<file path="src/logic/usb_irq_enable_defines.vh">
// register offsets, field positions and reset values of the interrupt block
`ifndef USB_IRQ_ENABLE_DEFINES_VH
`define USB_IRQ_ENABLE_DEFINES_VH

// byte offsets on the register bus
`define OFS_MODE 8'h0C
`define OFS_IRQ_CONFIG 8'h10
`define OFS_IRQ_ENABLE 8'h14
`define OFS_IRQ_STATUS 8'h18
`define OFS_IRQ_PENDING 8'h1C

// mode register
`define MODE_GLOBAL_IRQ_ENABLE_BIT 0
`define MODE_RESET 32'h00000000

// interrupt configuration register, two-bit handshake select fields
`define CFG_CTRL_SEL_LSB 0
`define CFG_DATA_IN_SEL_LSB 2
`define CFG_DATA_OUT_SEL_LSB 4
`define CFG_USED_MASK 32'h0000003F
`define CFG_RESET 32'h00000000
// select field: bit 0 passes ACK handshakes, bit 1 passes NAK handshakes
`define SEL_ACK_BIT 0
`define SEL_NAK_BIT 1

// enable and status share one layout
`define BIT_BUS_RESET 0
`define BIT_SOF 1
`define BIT_SUSPEND 2
`define BIT_RESUME 3
`define BIT_SETUP 4
`define BIT_HS_STATUS 5
`define BIT_EP_BASE 16
`define ENABLE_RESET 32'h00000000
`define ENABLE_AFTER_BUS_RESET 32'h00000001
`define STATUS_RESET 32'h00000000
`define RDATA_RESET 32'h00000000
`define IRQ_RESET 1'b0

`endif

</file>
<file path="src/logic/handshake_qualify.v">
// selects whether a handshake seen by the serial engine raises an interrupt
`timescale 1ns/100ps
`include "usb_irq_enable_defines.vh"
module handshake_qualify #(
	parameter EP_BITS = 3
) (
	input wire hsValid,
	input wire [EP_BITS-1:0] hsEp,
	input wire hsIn,
	input wire hsSetup,
	input wire hsNak,
	input wire [1:0] ctrlSel,
	input wire [1:0] dataInSel,
	input wire [1:0] dataOutSel,
	output wire rxHit,
	output wire txHit
);

	wire isCtrl;
	wire [1:0] sel;
	wire pass;

	// endpoint zero answers to its own field for in, out and setup
	assign isCtrl = (hsEp == {EP_BITS{1'b0}});
	// in goes by transmit buffers out by receive buffers
	assign sel = isCtrl ? ctrlSel : (hsIn ? dataInSel : dataOutSel);
	assign pass = hsNak ? sel[`SEL_NAK_BIT] : sel[`SEL_ACK_BIT];
	// setup data arrives like out data, so it lands on the receive bit
	assign rxHit = hsValid & pass & (hsSetup | ~hsIn);
	assign txHit = hsValid & pass & ~hsSetup & hsIn;

endmodule

</file>
<file path="src/logic/usb_irq_enable.v">
// interrupt enable, status and masking for the usb peripheral, apb slave
//
// Contract
// - separate receive and transmit enable per endpoint
// - cleared global enable suppresses every interrupt
// - ack or nak handshake raises endpoint interrupt
// - data in uses transmit, in select field
// - data out uses receive, out select field
// - endpoint zero uses control select field
// - separate enable for each bus event
// - bus reset clears enables except bus reset
// - enable register is 32 bits at 14h
//
// Local design decision: the APB slave port.
`timescale 1ns/100ps
`include "usb_irq_enable_defines.vh"
module usb_irq_enable #(
	parameter EP_COUNT = 8,
	parameter EP_BITS = 3
) (
	input wire ref_clk,
	input wire reset_n,
	input wire psel,
	input wire penable,
	input wire pwrite,
	input wire [7:0] paddr,
	input wire [31:0] pwdata,
	output wire pready,
	output wire pslverr,
	output wire [31:0] prdata,
	input wire busResetEvt,
	input wire sofEvt,
	input wire suspendEvt,
	input wire resumeEvt,
	input wire setupEvt,
	input wire hsStatusEvt,
	input wire hsValid,
	input wire [EP_BITS-1:0] hsEp,
	input wire hsIn,
	input wire hsSetup,
	input wire hsNak,
	output wire irq
);

	////////////////////////////////////////////////////////////////////////
	// declarations

	reg [31:0] mode_r;
	reg [31:0] mode_nxt;
	reg [31:0] config_r;
	reg [31:0] config_nxt;
	reg [31:0] enable_r;
	reg [31:0] enable_nxt;
	reg [31:0] status_r;
	reg [31:0] status_nxt;
	reg [31:0] rdata_r;
	reg [31:0] rdata_nxt;
	reg irq_r;
	reg hitMode;
	reg hitConfig;
	reg hitEnable;
	reg hitStatus;
	reg hitPending;
	reg mapped;
	wire setupPhase;
	wire writeAccess;
	wire globalEnable;
	wire rxHit;
	wire txHit;
	wire [1:0] controlSel;
	wire [1:0] dataInSel;
	wire [1:0] dataOutSel;
	wire wrMode;
	wire wrConfig;
	wire wrEnable;
	wire wrStatus;
	wire readSetup;
	wire [31:0] eventSet;
	wire [31:0] pending;
	wire [EP_COUNT-1:0] epRxSet;
	wire [EP_COUNT-1:0] epTxSet;

	////////////////////////////////////////////////////////////////////////
	// apb handshake
	// the slave never stalls, so every access phase ends on its first cycle

	assign pready = 1'b1;
	assign setupPhase = psel & ~penable;
	assign writeAccess = psel & penable & pwrite & mapped;
	assign pslverr = psel & penable & ~mapped;
	assign prdata = rdata_r;

	////////////////////////////////////////////////////////////////////////
	// address decode

	always @* begin
		hitMode = 1'b0;
		hitConfig = 1'b0;
		hitEnable = 1'b0;
		hitStatus = 1'b0;
		hitPending = 1'b0;
		if (paddr == `OFS_MODE) begin
			hitMode = 1'b1;
		end else if (paddr == `OFS_IRQ_CONFIG) begin
			hitConfig = 1'b1;
		end else if (paddr == `OFS_IRQ_ENABLE) begin
			hitEnable = 1'b1;
		end else if (paddr == `OFS_IRQ_STATUS) begin
			hitStatus = 1'b1;
		end else if (paddr == `OFS_IRQ_PENDING) begin
			hitPending = 1'b1;
		end
		mapped = hitMode | hitConfig | hitEnable | hitStatus | hitPending;
	end

	////////////////////////////////////////////////////////////////////////
	// register strobes
	// unmapped offsets never strobe, so such writes are simply dropped

	assign wrMode = writeAccess & hitMode;
	assign wrConfig = writeAccess & hitConfig;
	assign wrEnable = writeAccess & hitEnable;
	assign wrStatus = writeAccess & hitStatus;
	assign readSetup = setupPhase & ~pwrite;

	////////////////////////////////////////////////////////////////////////
	// handshake qualification

	// select fields split out of the configuration word
	assign controlSel =
		config_r[`CFG_CTRL_SEL_LSB+1:`CFG_CTRL_SEL_LSB];
	assign dataInSel =
		config_r[`CFG_DATA_IN_SEL_LSB+1:`CFG_DATA_IN_SEL_LSB];
	assign dataOutSel =
		config_r[`CFG_DATA_OUT_SEL_LSB+1:`CFG_DATA_OUT_SEL_LSB];

	handshake_qualify #(
		.EP_BITS(EP_BITS)
	) handshake_qualify_inst (
		.hsValid(hsValid),
		.hsEp(hsEp),
		.hsIn(hsIn),
		.hsSetup(hsSetup),
		.hsNak(hsNak),
		.ctrlSel(controlSel),
		.dataInSel(dataInSel),
		.dataOutSel(dataOutSel),
		.rxHit(rxHit),
		.txHit(txHit)
	);

	////////////////////////////////////////////////////////////////////////
	// event vector, same layout as enable and status

	genvar n;
	generate
		for (n = 0; n < 16; n = n + 1) begin : gEndpoint
			if (n < 2 * EP_COUNT && n % 2 == 0) begin : gRx
				// one receive bit per endpoint
				assign epRxSet[n/2] = rxHit & (hsEp == n / 2);
				assign eventSet[`BIT_EP_BASE+n] = epRxSet[n/2];
			end else if (n < 2 * EP_COUNT) begin : gTx
				// and one transmit bit per endpoint
				assign epTxSet[n/2] = txHit & (hsEp == n / 2);
				assign eventSet[`BIT_EP_BASE+n] = epTxSet[n/2];
			end else begin : gNone
				assign eventSet[`BIT_EP_BASE+n] = 1'b0;
			end
		end
	endgenerate

	// each bus event has a bit of its own
	assign eventSet[`BIT_BUS_RESET] = busResetEvt;
	assign eventSet[`BIT_SOF] = sofEvt;
	assign eventSet[`BIT_SUSPEND] = suspendEvt;
	assign eventSet[`BIT_RESUME] = resumeEvt;
	assign eventSet[`BIT_SETUP] = setupEvt;
	assign eventSet[`BIT_HS_STATUS] = hsStatusEvt;
	assign eventSet[`BIT_EP_BASE-1:`BIT_HS_STATUS+1] = 10'h000;

	////////////////////////////////////////////////////////////////////////
	// mode and configuration registers

	assign globalEnable = mode_r[`MODE_GLOBAL_IRQ_ENABLE_BIT];

	// unused mode bits always read back as zero
	always @* begin
		mode_nxt = mode_r;
		if (wrMode) begin
			mode_nxt = `MODE_RESET;
			mode_nxt[`MODE_GLOBAL_IRQ_ENABLE_BIT] =
				pwdata[`MODE_GLOBAL_IRQ_ENABLE_BIT];
		end
	end

	always @* begin
		config_nxt = config_r;
		if (wrConfig) begin
			config_nxt = pwdata & `CFG_USED_MASK;
		end
	end

	////////////////////////////////////////////////////////////////////////
	// enable register
	// a bus reset beats a firmware write in the same cycle, so the
	// enable state after a reset never depends on a racing write

	always @* begin
		enable_nxt = enable_r;
		if (busResetEvt) begin
			enable_nxt = `ENABLE_AFTER_BUS_RESET;
		end else if (wrEnable) begin
			enable_nxt = pwdata;
		end
	end

	////////////////////////////////////////////////////////////////////////
	// status register, write one to clear
	// a new event in the clearing cycle stays set

	always @* begin
		status_nxt = status_r;
		if (wrStatus) begin
			status_nxt = status_r & ~pwdata;
		end
		status_nxt = status_nxt | eventSet;
	end

	////////////////////////////////////////////////////////////////////////
	// interrupt output

	// status only latches; masking happens at the output so that
	// firmware can still poll sources it keeps disabled
	assign pending = status_r & enable_r & {32{globalEnable}};

	////////////////////////////////////////////////////////////////////////
	// read data, captured in the setup phase

	always @* begin
		rdata_nxt = rdata_r;
		if (readSetup) begin
			if (hitMode) begin
				rdata_nxt = mode_r;
			end else if (hitConfig) begin
				rdata_nxt = config_r;
			end else if (hitEnable) begin
				rdata_nxt = enable_r;
			end else if (hitStatus) begin
				rdata_nxt = status_r;
			end else if (hitPending) begin
				rdata_nxt = pending;
			end else begin
				rdata_nxt = 32'h00000000;
			end
		end
	end

	////////////////////////////////////////////////////////////////////////
	// flip-flops

	// one process per register keeps each reset value beside its state
	always @(posedge ref_clk or negedge reset_n) begin
		if (!reset_n) begin
			mode_r <= `MODE_RESET;
		end else begin
			mode_r <= mode_nxt;
		end
	end

	always @(posedge ref_clk or negedge reset_n) begin
		if (!reset_n) begin
			config_r <= `CFG_RESET;
		end else begin
			config_r <= config_nxt;
		end
	end

	always @(posedge ref_clk or negedge reset_n) begin
		if (!reset_n) begin
			enable_r <= `ENABLE_RESET;
		end else begin
			enable_r <= enable_nxt;
		end
	end

	always @(posedge ref_clk or negedge reset_n) begin
		if (!reset_n) begin
			status_r <= `STATUS_RESET;
		end else begin
			status_r <= status_nxt;
		end
	end

	always @(posedge ref_clk or negedge reset_n) begin
		if (!reset_n) begin
			rdata_r <= `RDATA_RESET;
		end else begin
			rdata_r <= rdata_nxt;
		end
	end

	// irq is registered from the next-state values, so it changes on the same edge as the registers, glitch free
	always @(posedge ref_clk or negedge reset_n) begin
		if (!reset_n) begin
			irq_r <= `IRQ_RESET;
		end else begin
			irq_r <= |(status_nxt & enable_nxt) &
				mode_nxt[`MODE_GLOBAL_IRQ_ENABLE_BIT];
		end
	end

	assign irq = irq_r;

endmodule

</file>
<file path="config.mk">
export PLATFORM = sky130hd
export DESIGN_NAME = usb_irq_enable
export DESIGN_NICKNAME = d
export VERILOG_FILES = /design/src/logic/handshake_qualify.v /design/src/logic/usb_irq_enable.v
export VERILOG_INCLUDE_DIRS = /design/src /design/src/logic
export SDC_FILE = /design/constraint.sdc
export NUM_CORES = 1
export LEC_CHECK = 0
export ABC_AREA = 0
export ABC_CLOCK_PERIOD_IN_PS = 3130
export BUFFER_PORTS_ARGS = -buffer_cell sky130_fd_sc_hd__buf_2
export CAP_MARGIN = 0
export CORE_MARGIN = 5
export CORE_UTILIZATION = 29
export DETAILED_ROUTE_END_ITERATION = 10
export SYNTH_ARGS = -nofsm -noshare
export SYNTH_HDL_FRONTEND = slang
export SYNTH_SLANG_ARGS = --single-unit
</file>
<file path="constraint.sdc">
create_clock -name ref_clk -period 3.13 [get_ports ref_clk]
set_input_delay 0.626 -clock ref_clk [delete_from_list [all_inputs] [get_ports ref_clk]]
set_output_delay 0.626 -clock ref_clk [all_outputs]
set_load 0.01 [all_outputs]
</file>
# == After elaboration in Yosys (flattened, before gate mapping) ==
# Cells that the tools add are included.
# word_totals
reg_bits,104
latchBits,0
ram_bits,0
rom_bits,0
inputBits,58
out_inout_bits,35
memories,0
# op_classes
n_addsub,0
n_mul,0
n_div,0
order_cmp,0
eq_ne,12
shifts,0
mux,27
bitwise_logic,47
reduce_logical,2
# op_table
op,n
32-bit 2-to-1 mux,8
32-bit bitwise AND,4
8-bit by 5-bit == test with 1-bit output (second input constant),4
32-bit NOT,1
32-bit OR,1
32-bit OR reduction,1
1-bit bitwise AND,31
1-bit 2-to-1 mux,17
3-bit == test (second input constant),4
8-bit by 4-bit == test with 1-bit output (second input constant),1
3-bit by 2-bit == test with 1-bit output (second input constant),2
1-bit NOT,5
1-bit OR,5
2-bit 2-to-1 mux,2
3-bit by 1-bit == test with 1-bit output (second input constant),1
3-bit zero test,1

# == Logic depth before layout (Yosys ltp) ==
# Gate-level depths: netlist (run 1).
# depth
depth_word,14
ltp_mapped,9
ltp_nobuf,7

# == Modules after synthesis ==
# A second synthesis (run 1) with hierarchy kept.
# hier_totals
cells_unflattened,558
area_unflattened_um2,5421.4
# modules_own_cells
module,instances,cells_each,area_per_inst_um2,seq_area_each_um2
usb_irq_enable,1,548,5338.9,2602.5
handshake_qualify,1,10,82.6,0.0

# == Worst setup path after synthesis (run 1) ==
# No wires, ideal clock.
# synth_path
kind,input to register
from,in paddr[7]
to,reg irq_r (netlist: irq)
setup_time_ns,0.145
arrival_time_ns,2.656
required_ns,2.985
setup_slack_ns,0.329
stages,7
path_buffers,0
path_cell_list,or4b_4 -> nor3_4 -> mux2_2 -> a32o_1 -> a221o_1 -> nor4_1 -> a41oi_1
# synth_between
elab_chain_cells,14
elab_cells_between_ends,36
# synth_rtl
element,line_no,text
from (decl),usb_irq_enable.v:26,"input wire [7:0] paddr,"
8-bit by 5-bit == test with 1-bit output (no line),--,
1-bit 2-to-1 mux (on tied branches) (2 in a row),--,
"1-bit OR, or another cell as far along (2 in a row)",usb_irq_enable.v:113,mapped = hitMode | hitConfig | hitEnable | hitStatus | hitPending;
1-bit OR / 1-bit 2-to-1 mux (equally long branches),"usb_irq_enable.v:113, usb_irq_enable.v:102",
1-bit OR,usb_irq_enable.v:113,
1-bit bitwise AND,usb_irq_enable.v:89,assign writeAccess = psel & penable & pwrite & mapped;
1-bit bitwise AND (on tied branches),"usb_irq_enable.v:123, usb_irq_enable.v:122",
32-bit 2-to-1 mux (on tied branches),"usb_irq_enable.v:223, usb_irq_enable.v:212",
32-bit OR / 32-bit 2-to-1 mux (equally long branches),"usb_irq_enable.v:226, usb_irq_enable.v:210",
32-bit bitwise AND,usb_irq_enable.v:307,irq_r <= |(status_nxt & enable_nxt) &
32-bit OR reduction,usb_irq_enable.v:307,
1-bit bitwise AND *,usb_irq_enable.v:307,
to (signal assigned),usb_irq_enable.v:305,irq_r <= `IRQ_RESET;
to (signal assigned),usb_irq_enable.v:307,
to (decl),usb_irq_enable.v:58,reg irq_r;
# Every way passes the cells marked *; elsewhere a longest branch is shown, timed or not.
# A chain may end at the register's enable or synchronous reset.

# == Worst setup path after layout (run 1) ==
# layout_path
from,in paddr[7]
to,reg irq_r (netlist: irq)
# layout_between
elab_chain_cells,14
elab_cells_between_ends,36
# layout_rtl
element,line_no,text
8-bit by 5-bit == test with 1-bit output (no line),--,
1-bit 2-to-1 mux (on tied branches) (2 in a row),--,
"1-bit OR, or another cell as far along (2 in a row)",usb_irq_enable.v:113,
1-bit OR / 1-bit 2-to-1 mux (equally long branches),"usb_irq_enable.v:113, usb_irq_enable.v:102",
1-bit OR,usb_irq_enable.v:113,
1-bit bitwise AND,usb_irq_enable.v:89,
1-bit bitwise AND *,usb_irq_enable.v:122,assign wrEnable = writeAccess & hitEnable;
32-bit 2-to-1 mux *,usb_irq_enable.v:212,end else if (wrEnable) begin
32-bit 2-to-1 mux *,usb_irq_enable.v:210,if (busResetEvt) begin
net enable_nxt[15],usb_irq_enable.v:53,reg [31:0] enable_nxt;
32-bit bitwise AND *,usb_irq_enable.v:307,
32-bit OR reduction *,usb_irq_enable.v:307,
1-bit bitwise AND *,usb_irq_enable.v:307,
# Mark *: on every way through the listed nets, which the timed path passes. The rest lies on a longest branch.

==> summary.txt, run 1 <==
Clock tree
  – Hold-fix buffers, CTS: 0
  – Clk_lat worst skew: about 0.35 ns
  – TritonCTS buffer count: 9
  – TritonCTS clock tree: built
  – Root Buffer: clkbuf_16
  – Post-CTS Setup Bufs: 0
  – Post-CTS resize count: 0
  – Clock tree sinks: about 100
  – H-tree depth: 3
  – Maximum clock path buffer count: 2
  – Reg clk slew, reported paths: roughly 0.070 ns

Floorplanning
  – Die Wd: 139 um
  – Die height: 139 um
  – Starting Density: 29.5%
  – Row count: 47
  – Total core area: 16500 um^2
  – I/O pin count: 93
  – Die area: 19400 um^2

Detailed routing
  – DRT Pass-1 Iters: 6
  – Residual DRC: 0
  – Via count: 4318
  – Vias per cell: 5.18
  – Post-route ant nets: 0
  – Average wire per standard cell: 18.8 um
  – 1st-iter DRT viols: 467
  – Final WL: 15.7 mm

Timing
  – Period utilization: 95.0%
  – Hold violation total from the final report: 0
  – Clk_skew: 0.00720 ns
  – Max Clk Rate: 336 MHz
  – Worst Slack Setup Final: 0.157 ns
  – Final Critical Period: 2.97 ns
  – Slew @ Worst Pin: 0.687 ns
  – Unrepaired setup endpoints after global routing: no
  – Final Max Slew Viols: 0
  – Relative slew slack: a little over half
  – Final setup viols: 0

Layout
  – Filler instances: ~1700
  – Area Overhead vs Synth: 24.0%
  – Most common cell after layout, fill and taps aside: nand2_1
  – Share of cells above drive strength 1: between 20 and 25%
  – Final net count: 665
  – Most frequent cells in the layout: nand2_1, dfrtp_1, buf_2

Setup path
  – Reg-to-Reg End: irq$_DFF_PN0_
  – Worst R2R Path Depth: 8
  – R2R Path Start: config_r[2]$_DFFE_PN0P_
  – CP startpoint: paddr[7]
  – Crit path capture: irq$_DFF_PN0_
  – Critical path class: in2reg
  – Worst Setup Start Kind: input pin
  – Crit end category: flip-flop
  – R2R setup slack: 0.48 ns
  – Critical path fanouts, max: 13
  – CP Data Arrival Time: roughly 3.2 ns
  – CP Data Required Time: between 3 and 4 ns

Global route
  – GR Overflow Total: 0
  – Initial antenna violation count: 1
  – Largest net degree at the start of global routing: around 110
  – Vias in the first global route: about 4500
  – First-pass GRT wire length: approximately 25 mm
  – Overall Global Routing Usage: 16.1%

Synthesis
  – Main area contributors after synthesis: dfrtp_1, nand2_1, o21ai_0
  – Mapped Nets: 568
  – Library cells used by synthesis: 50
  – Top-area cell type share of the netlist area: 53.7%
  – #FFs+latches synth: 104
  – Dominant synthesized flop cell: dfrtp_1
  – Post-synth EDFFs: 0
  – Seq/Total Area, Yosys: 53.7%
  – Yosys top cell by area: dfrtp_1
  – Mapped Area: 4850 um^2
  – Asr flop ratio synth: 100%
  – Avg Cell Area, Syn: approximately 9.5 um^2
  – Yosys warns: 0
  – Synth Instances: 510

Power
  – Maximum vdd ir drop: 0.279 mV
  – Leakage power: 2.64 nW
  – Tot Pwr: 2.73 mW
  – Cell area power density: ~450 nW/um^2

Place
  – PortBufs: 91
  – Final GP Congestion: 0.835
  – HPWL Detailed: 11.2 mm
  – DP Worst Slack: -0.116 ns

Job
  – Max Cap Viol: 0

Worst hold path
  – Worst min-delay path category: in2async

Status
  – Outcome: complete, no violations
-- cell families (layout without fill, tap and decap cells) --
logic type	count (synthesis)	after routing	synth area share, %
buffers and inverters	35	137	3.02
AO/OA/AOI/OAI	168	168	21.0
AND/OR/NAND/NOR	179	179	17.3
other	1	2	0.0773
multiplexers	23	23	5.01
flip-flops	104	104	53.7
-- cell usage after synthesis (all sizes together) (2+ instances only) --
| cell type | n |
|---|---|
| a21o | 5 |
| a22oi | 4 |
| nand2 | 108 |
| and3 | 3 |
| o21ai | 59 |
| a22o | 9 |
| a21boi | 10 |
| nor3 | 3 |
| mux2i | 13 |
| a32o | 8 |
| inv | 5 |
| o2bb2ai | 2 |
| nor3b | 2 |
| buf | 5 |
| and4 | 3 |
| a221o | 3 |
| nor2b | 6 |
| a21oi | 57 |
| mux2 | 10 |
| nand4 | 6 |
| and2 | 7 |
| nand3b | 2 |
| clkbuf | 25 |
| nor2 | 23 |
| dfrtp | 104 |
| a211o | 3 |
| nand3 | 5 |
| o211ai | 2 |
-- state kept, by name, indices dropped and copies added, names as in the netlist --
name	flops
status_r	32
mode_r	1
enable_r	32
prdata	32
irq	1
config_r	6
-- report_power, final --
part           switching, mW  internal (mW)  leakage (nW)
sequential           0.00358           1.35          1.41
combinational          0.108         0.0536          1.08
clock                  0.512          0.701         0.152
-- metal layers --
layer  wire length [um]  global-route usage, %  vias to the layer above  share of wire [%]
met5                  0                      0                        -                  0
met3                821                   4.01                       27                5.2
met1               6830                   20.4                     2171                 44
li1                   -                      -                     2005                  -
met2               7610                   26.7                      115                 49
met4                420                   5.61                        0                2.7
-- worst max-delay path: stages --
cell and delay, ns:
buf_2 0.11, or4b_4 0.58, nor3_4 0.23, buf_4 0.27, mux2i_1 0.12, a22o_1 0.26
a211o_1 0.22, nor4_1 0.46, buf_4 0.19, a41oi_1 0.10
-- cell type report --
| class | count | area [um^2] | area share (%) |
|---|---|---|---|
| antenna | 1 | 2.50 | 0.0416 |
| multi-input combinational | 371 | 2110 | 35.1 |
| sequential | 104 | 2600 | 43.3 |
| clock inverter | 7 | 93.8 | 1.56 |
| timing repair buffer | 116 | 683 | 11.4 |
| tap | 220 | 275 | 4.58 |
| clock buffer | 9 | 225 | 3.75 |
| inverter | 5 | 18.8 | 0.312 |
-- how the worst min path moves through the flow --
stage,end
2_1_floorplan,config_r[0]$_DFFE_PN0P_
3_3_place_gp,prdata[2]$_DFFE_PN0P_
3_5_place_dp,prdata[3]$_DFFE_PN0P_
4_1_cts,prdata[10]$_DFFE_PN0P_
5_1_grt,prdata[5]$_DFFE_PN0P_
6_report,prdata[10]$_DFFE_PN0P_
-- stage by stage --
step | TNS, ns | hold slack [ns] | utilization, % | area, um^2 | cells
2_1_floorplan | 0 | 0.330 | - | 4850 | 510
3_3_place_gp | -0.0373 | 0.462 | 34.6 | 5690 | 816
3_5_place_dp | -0.116 | 0.466 | 34.6 | 5690 | 816
4_1_cts | 0 | 0.370 | 36.5 | 6010 | 832
5_1_grt | 0 | 0.375 | 36.5 | 6010 | 833
6_report | 0 | 0.337 | 36.5 | 6010 | 833
Power figures use the tool's default switching activity.
==> inputs of run 2 (changes only) <==
--- a/config.mk
+++ b/config.mk
@@ -11,8 +11,9 @@
 export BUFFER_PORTS_ARGS = -buffer_cell sky130_fd_sc_hd__buf_2
 export CAP_MARGIN = 0
 export CORE_MARGIN = 5
-export CORE_UTILIZATION = 29
+export CORE_UTILIZATION = 25
 export DETAILED_ROUTE_END_ITERATION = 10
+export PLACE_DENSITY = 0.48
 export SYNTH_ARGS = -nofsm -noshare
 export SYNTH_HDL_FRONTEND = slang
 export SYNTH_SLANG_ARGS = --single-unit
==> run 2 against run 1 <==
Net effect:
- sequential power about the same
- via count up 0.51%
- combinational power about the same
- maximum frequency up 5.4%
- critical path depth down 1
- clock-buffer cell count up 2
- largest cell class unchanged
==> summary.txt, run 2 (same netlist as run 1, synthesis figures left out) <==
Status
  – Outcome: complete, no violations

Layout
  – Antenna Cells: 0
  – Most common cell after layout, fill and taps aside: nand2_1
  – Filler instances: 2084
  – Share of cells above drive strength 1: between 20% and 30%
  – Area Overhead vs Synth: 25.0%
  – Most frequent cells in the layout: nand2_1, dfrtp_1, buf_2
  – Final net count: 665

Power
  – Clock power share: 45.5%
  – Psw: 0.642 mW
  – Comb pwr share: 5.8%
  – Flop pwr share: 48.7%
  – Maximum vdd ir drop: 0.235 mV
  – Internal power: between 2 and 2.5 mW
  – Net Sw Frac: 23.2%
  – Leakage power: 2.64 nW
  – Tot Pwr: 2.77 mW
  – Cell area power density: 457 nW/um^2

Timing
  – Clk_skew: 0.0102 ns
  – Final Critical Period: 2.82 ns
  – Relative slew slack: 51.9%
  – Worst Slack Setup Final: roughly 0.31 ns
  – Setup Total Neg Slack: 0 ns
  – Unrepaired setup endpoints after global routing: no
  – Max Clk Rate: about 350 MHz
  – Final setup viols: 0
  – Final Max Slew Viols: 0
  – Period utilization: 90.1%
  – Hold violation total from the final report: 0
  – Slew @ Worst Pin: 0.720 ns

Floorplanning
  – Total core area: between 15000 and 20000 um^2
  – Die height: 149 um
  – Die Wd: between 100 and 150 um
  – Starting Density: 25.2%
  – Row count: 51
  – I/O pin count: 93
  – Die area: 22300 um^2

Clock tree
  – Post-CTS resize count: 0
  – Root Buffer: clkbuf_16
  – Reg clk slew, reported paths: 0.07 ns
  – Post-CTS Setup Bufs: 0
  – TritonCTS buffer count: 9
  – Hold-fix buffers, CTS: 0
  – Clock tree sinks: 104
  – Clk_lat worst skew: 0.35 ns
  – Maximum clock path buffer count: 2
  – TritonCTS clock tree: built
  – H-tree depth: 3

Global route
  – Vias in the first global route: roughly 4400
  – Largest net degree at the start of global routing: 58
  – First-pass GRT wire length: 25.7 mm
  – Initial antenna violation count: 1
  – Overall Global Routing Usage: 14.9%
  – GR Overflow Total: 0

Setup path
  – Slowest Stage Delay on Critical Path: between 0.5 and 0.6 ns
  – Worst Setup Start Kind: input pin
  – CP Data Arrival Time: slightly above 3 ns
  – CP Data Required Time: 3.35 ns
  – Slowest-stage cell, CP: or4b_4
  – R2R Path Start: config_r[2]$_DFFE_PN0P_
  – Critical path fanouts, max: 7
  – Crit-path cells: buf_2 > or4b_4 > nor3_4 > buf_4 > mux2i_1 > a22o_1 > a211o_1 > nor4_1 > a41oi_1
  – Reg-to-Reg End: irq$_DFF_PN0_
  – CP bufs+invs: 2
  – Critical path class: in2reg
  – CP top delay family: simple AND/OR/NAND/NOR gates
  – Worst R2R Path Depth: 7
  – R2R setup slack: 0.54 ns
  – Crit end category: flip-flop

Place
  – HPWL Detailed: 12.1 mm
  – DP Worst Slack: -0.0966 ns
  – PortBufs: 91
  – Final GP Congestion: between 0.8 and 0.9

Job
  – Max Cap Viol: 0

Detailed routing
  – 1st-iter DRT viols: between 300 and 400
  – Vias per cell: 4.95
  – DRT Pass-1 Iters: 5
  – Average wire per standard cell: 18.7 um
  – Residual DRC: 0
  – Via count: 4340
  – Post-route ant nets: 0
  – Final WL: 16.4 mm

Worst hold path
  – Worst min-delay path category: in2async
==> run 2: per-layer routing <==
layer	track usage [%]	wire length (um)
met4	3.16	172
met1	20.0	7350
met2	24.2	7840
met3	4.28	1030
met5	0	7
==> run 2: worst max path at each step <==
stage                     startpoint            end  slack, ns  depth (start not counted)
final                       paddr[7]  irq$_DFF_PN0_       0.31                          9
after global routing        paddr[7]  irq$_DFF_PN0_       0.20                          9
after CTS                   paddr[7]  irq$_DFF_PN0_       0.26                          9
after detailed placement    paddr[7]  irq$_DFF_PN0_       -0.1                          9
after global placement      paddr[7]  irq$_DFF_PN0_      -0.09                          9
after floorplan             paddr[7]  irq$_DFF_PN0_       0.33                          7
==> run 2: metrics by stage <==
stage	cells	utilization [%]	hold slack, ns	area [um^2]
detailed placement	861	29.8	0.465	5730
floorplan	510	-	0.330	4850
CTS	877	31.5	0.309	6060
global placement	861	29.8	0.463	5730
global route	877	31.5	0.338	6060
finish	877	31.5	0.285	6060
==> run 2: layout make-up <==
type	count	area, um^2	area share (%)
clock inverters	5	85.1	1.40
multi-input cells	371	2110	34.8
clock buffers	11	243	4.00
well taps	265	332	5.47
inverters	5	18.8	0.310
repair buffers	116	671	11.1
flip-flops and latches	104	2600	42.9
==> run 2: power groups by stage <==
stage / sequential, mW / combinational, mW / clock, mW
2_1_floorplan: 1.38 / 0.0488 / 0
5_1_grt: 1.35 / 0.179 / 1.35
3_5_place_dp: 1.38 / 0.164 / 0
6_report: 1.35 / 0.161 / 1.26
3_3_place_gp: 1.38 / 0.163 / 0
4_1_cts: 1.35 / 0.164 / 1.29
==> run 2: worst register-to-register path, cell delays in order (launching register included) <==
cell       delay, ns
dfrtp_1         0.40
mux2_2          0.32
o2bb2ai_1       0.31
a32o_1          0.33
a22o_1          0.21
a211o_1         0.27
nor4_1          0.44
a41oi_1         0.17
==> inputs of run 3 (changes only) <==
--- a/config.mk
+++ b/config.mk
@@ -12,6 +12,7 @@
 export CAP_MARGIN = 0
 export CORE_MARGIN = 5
 export CORE_UTILIZATION = 25
+export CTS_BUF_LIST = sky130_fd_sc_hd__clkbuf_4 sky130_fd_sc_hd__clkbuf_8
 export DETAILED_ROUTE_END_ITERATION = 10
 export PLACE_DENSITY = 0.48
 export SYNTH_ARGS = -nofsm -noshare
==> run 3 against run 2 <==
Net effect:
- sequential power about the same
- via count decreased by 0.81%
- largest cell class unchanged
- routed wire length is 0.26% lower
- die area unchanged
- critical endpoint unchanged
==> summary.txt, run 3 (same netlist as run 1, synthesis figures left out) <==
Power
  – Flop pwr share: 54.2%
  – Maximum vdd ir drop: about 0.17 mV
  – Psw: 0.605 mW
  – Clock power share: 39.3%
  – Cell area power density: ~420 nW/um^2
  – Leakage power: 2.60 nW
  – Internal power: 1.89 mW
  – Comb pwr share: about 6.5%
  – Net Sw Frac: 24.3%

Setup path
  – Crit end category: flip-flop
  – R2R setup slack: between 0.5 and 0.6 ns
  – CP Data Arrival Time: around 3.0 ns
  – Critical path fanouts, max: 7
  – Critical path class: in2reg
  – CP Data Required Time: between 3 and 4 ns
  – Worst Setup Start Kind: input pin

Detailed routing
  – Residual DRC: 0
  – Post-route ant nets: 0
  – Metal-1 WL: ~7.4 mm
  – Average wire per standard cell: about 19 um
  – Via count: 4305
  – WL met3: 985 um
  – DRT Pass-1 Iters: 5
  – Top routing layer used: met5
  – 1st-iter DRT viols: 346
  – WL met2: 7.70 mm
  – Vias per cell: 4.91
  – Final WL: 16.4 mm

Clock tree
  – Clk_lat worst skew: between 0.3 and 0.4 ns
  – Post-CTS Setup Bufs: 0
  – Clock tree sinks: 104
  – H-tree depth: 3
  – Maximum clock path buffer count: 2
  – TritonCTS buffer count: 9
  – Reg clk slew, reported paths: 0.11 ns
  – TritonCTS clock tree: built
  – Root Buffer: clkbuf_8
  – Post-CTS resize count: 0
  – Hold-fix buffers, CTS: 0

Global route
  – Overall Global Routing Usage: approximately 15%
  – Largest net degree at the start of global routing: 58
  – GR Overflow Total: 0
  – Initial antenna violation count: 1
  – First-pass GRT wire length: ~26 mm
  – Vias in the first global route: 4406

Timing
  – Final Max Slew Viols: 0
  – Final Critical Period: around 2.8 ns
  – Slew @ Worst Pin: 0.738 ns
  – Max Clk Rate: 360 MHz
  – Clk_skew: 0.0156 ns
  – Unrepaired setup endpoints after global routing: no
  – Period utilization: 88.7%
  – Hold violation total from the final report: 0
  – Relative slew slack: roughly half
  – Setup Total Neg Slack: 0 ns
  – Final setup viols: 0

Layout
  – Final instance area: 5960 um^2
  – Share of cells above drive strength 1: 24.5%
  – Antenna Cells: 0
  – Final net count: 665
  – Area Overhead vs Synth: 23.0%
  – Filler instances: 2096
  – Most common cell after layout, fill and taps aside: nand2_1
  – Most frequent cells in the layout: nand2_1, dfrtp_1, buf_2
  – Final Core Density: 31.0%

Job
  – Max Cap Viol: 0

Place
  – HPWL Detailed: approximately 12 mm
  – Final GP Congestion: approximately 0.81
  – PortBufs: 91
  – Cell Area, Placed: 5730 um^2

Floorplanning
  – I/O pin count: between 90 and 100
  – Die height: roughly 150 um
  – Total core area: 19300 um^2
  – Starting Density: 25.2%
  – Die Wd: 149 um
  – Row count: 51
  – Die area: around 22000 um^2

Worst hold path
  – Worst min-delay path category: in2async

Status
  – Outcome: complete, no violations
[run 3: area by class of cell]
class	count	area, um^2	share of cell area, %
flip-flops and latches	104	2600	43.6
clock inverters	5	85.1	1.43
clock buffers	11	145	2.43
repair buffers	116	671	11.2
multi-input cells	371	2110	35.4
well taps	265	332	5.56
inverters	5	18.8	0.315
[run 3: power by group through the flow]
| stage | Combinational (mW) | Sequential, mW | Clock (mW) |
|---|---|---|---|
| 2_1_floorplan | 0.0488 | 1.38 | 0 |
| 3_3_place_gp | 0.163 | 1.38 | 0 |
| 3_5_place_dp | 0.164 | 1.38 | 0 |
| 4_1_cts | 0.164 | 1.35 | 1.01 |
| 5_1_grt | 0.179 | 1.35 | 1.07 |
| 6_report | 0.162 | 1.35 | 0.980 |
[run 3: routing by layer]
metal	vias to the layer above	global-route usage, %
li1	2003	-
met1	2121	19.9
met2	152	24.1
met3	27	3.92
met4	2	3.89
met5	-	0
[run 3: metrics by stage]
step           hold WS [ns]  total power, mW  std cells  setup WS (ns)
4_1_cts               0.256             2.53        877          0.309
6_report              0.251             2.49        877          0.352
2_1_floorplan         0.330             1.43        510          0.329
5_1_grt               0.289             2.60        877          0.247
3_3_place_gp          0.463             1.54        861        -0.0926
3_5_place_dp          0.465             1.54        861        -0.0966
[run 3: path summary, 6_finish.rpt]
kind,endpoint,cells after the start,start
max,irq$_DFF_PN0_,9,paddr[7]
min,prdata[0]$_DFFE_PN0P_,1,reset_n
max reg2reg,irq$_DFF_PN0_,7,config_r[5]$_DFFE_PN0P_
min reg2reg,prdata[1]$_DFFE_PN0P_,2,prdata[1]$_DFFE_PN0P_
max in group asynchronous,prdata[15]$_DFFE_PN0P_,2,reset_n
min in group ref_clk,status_r[3]$_DFF_PN0_,2,resumeEvt
[run 3: worst max-delay path: stages]
cell,delay (ns)
buf_2,0.11
or4b_4,0.58
nor3_4,0.24
buf_4,0.23
mux2i_1,0.11
a22o_1,0.26
a211o_1,0.27
nor4_1,0.41
a41oi_1,0.17
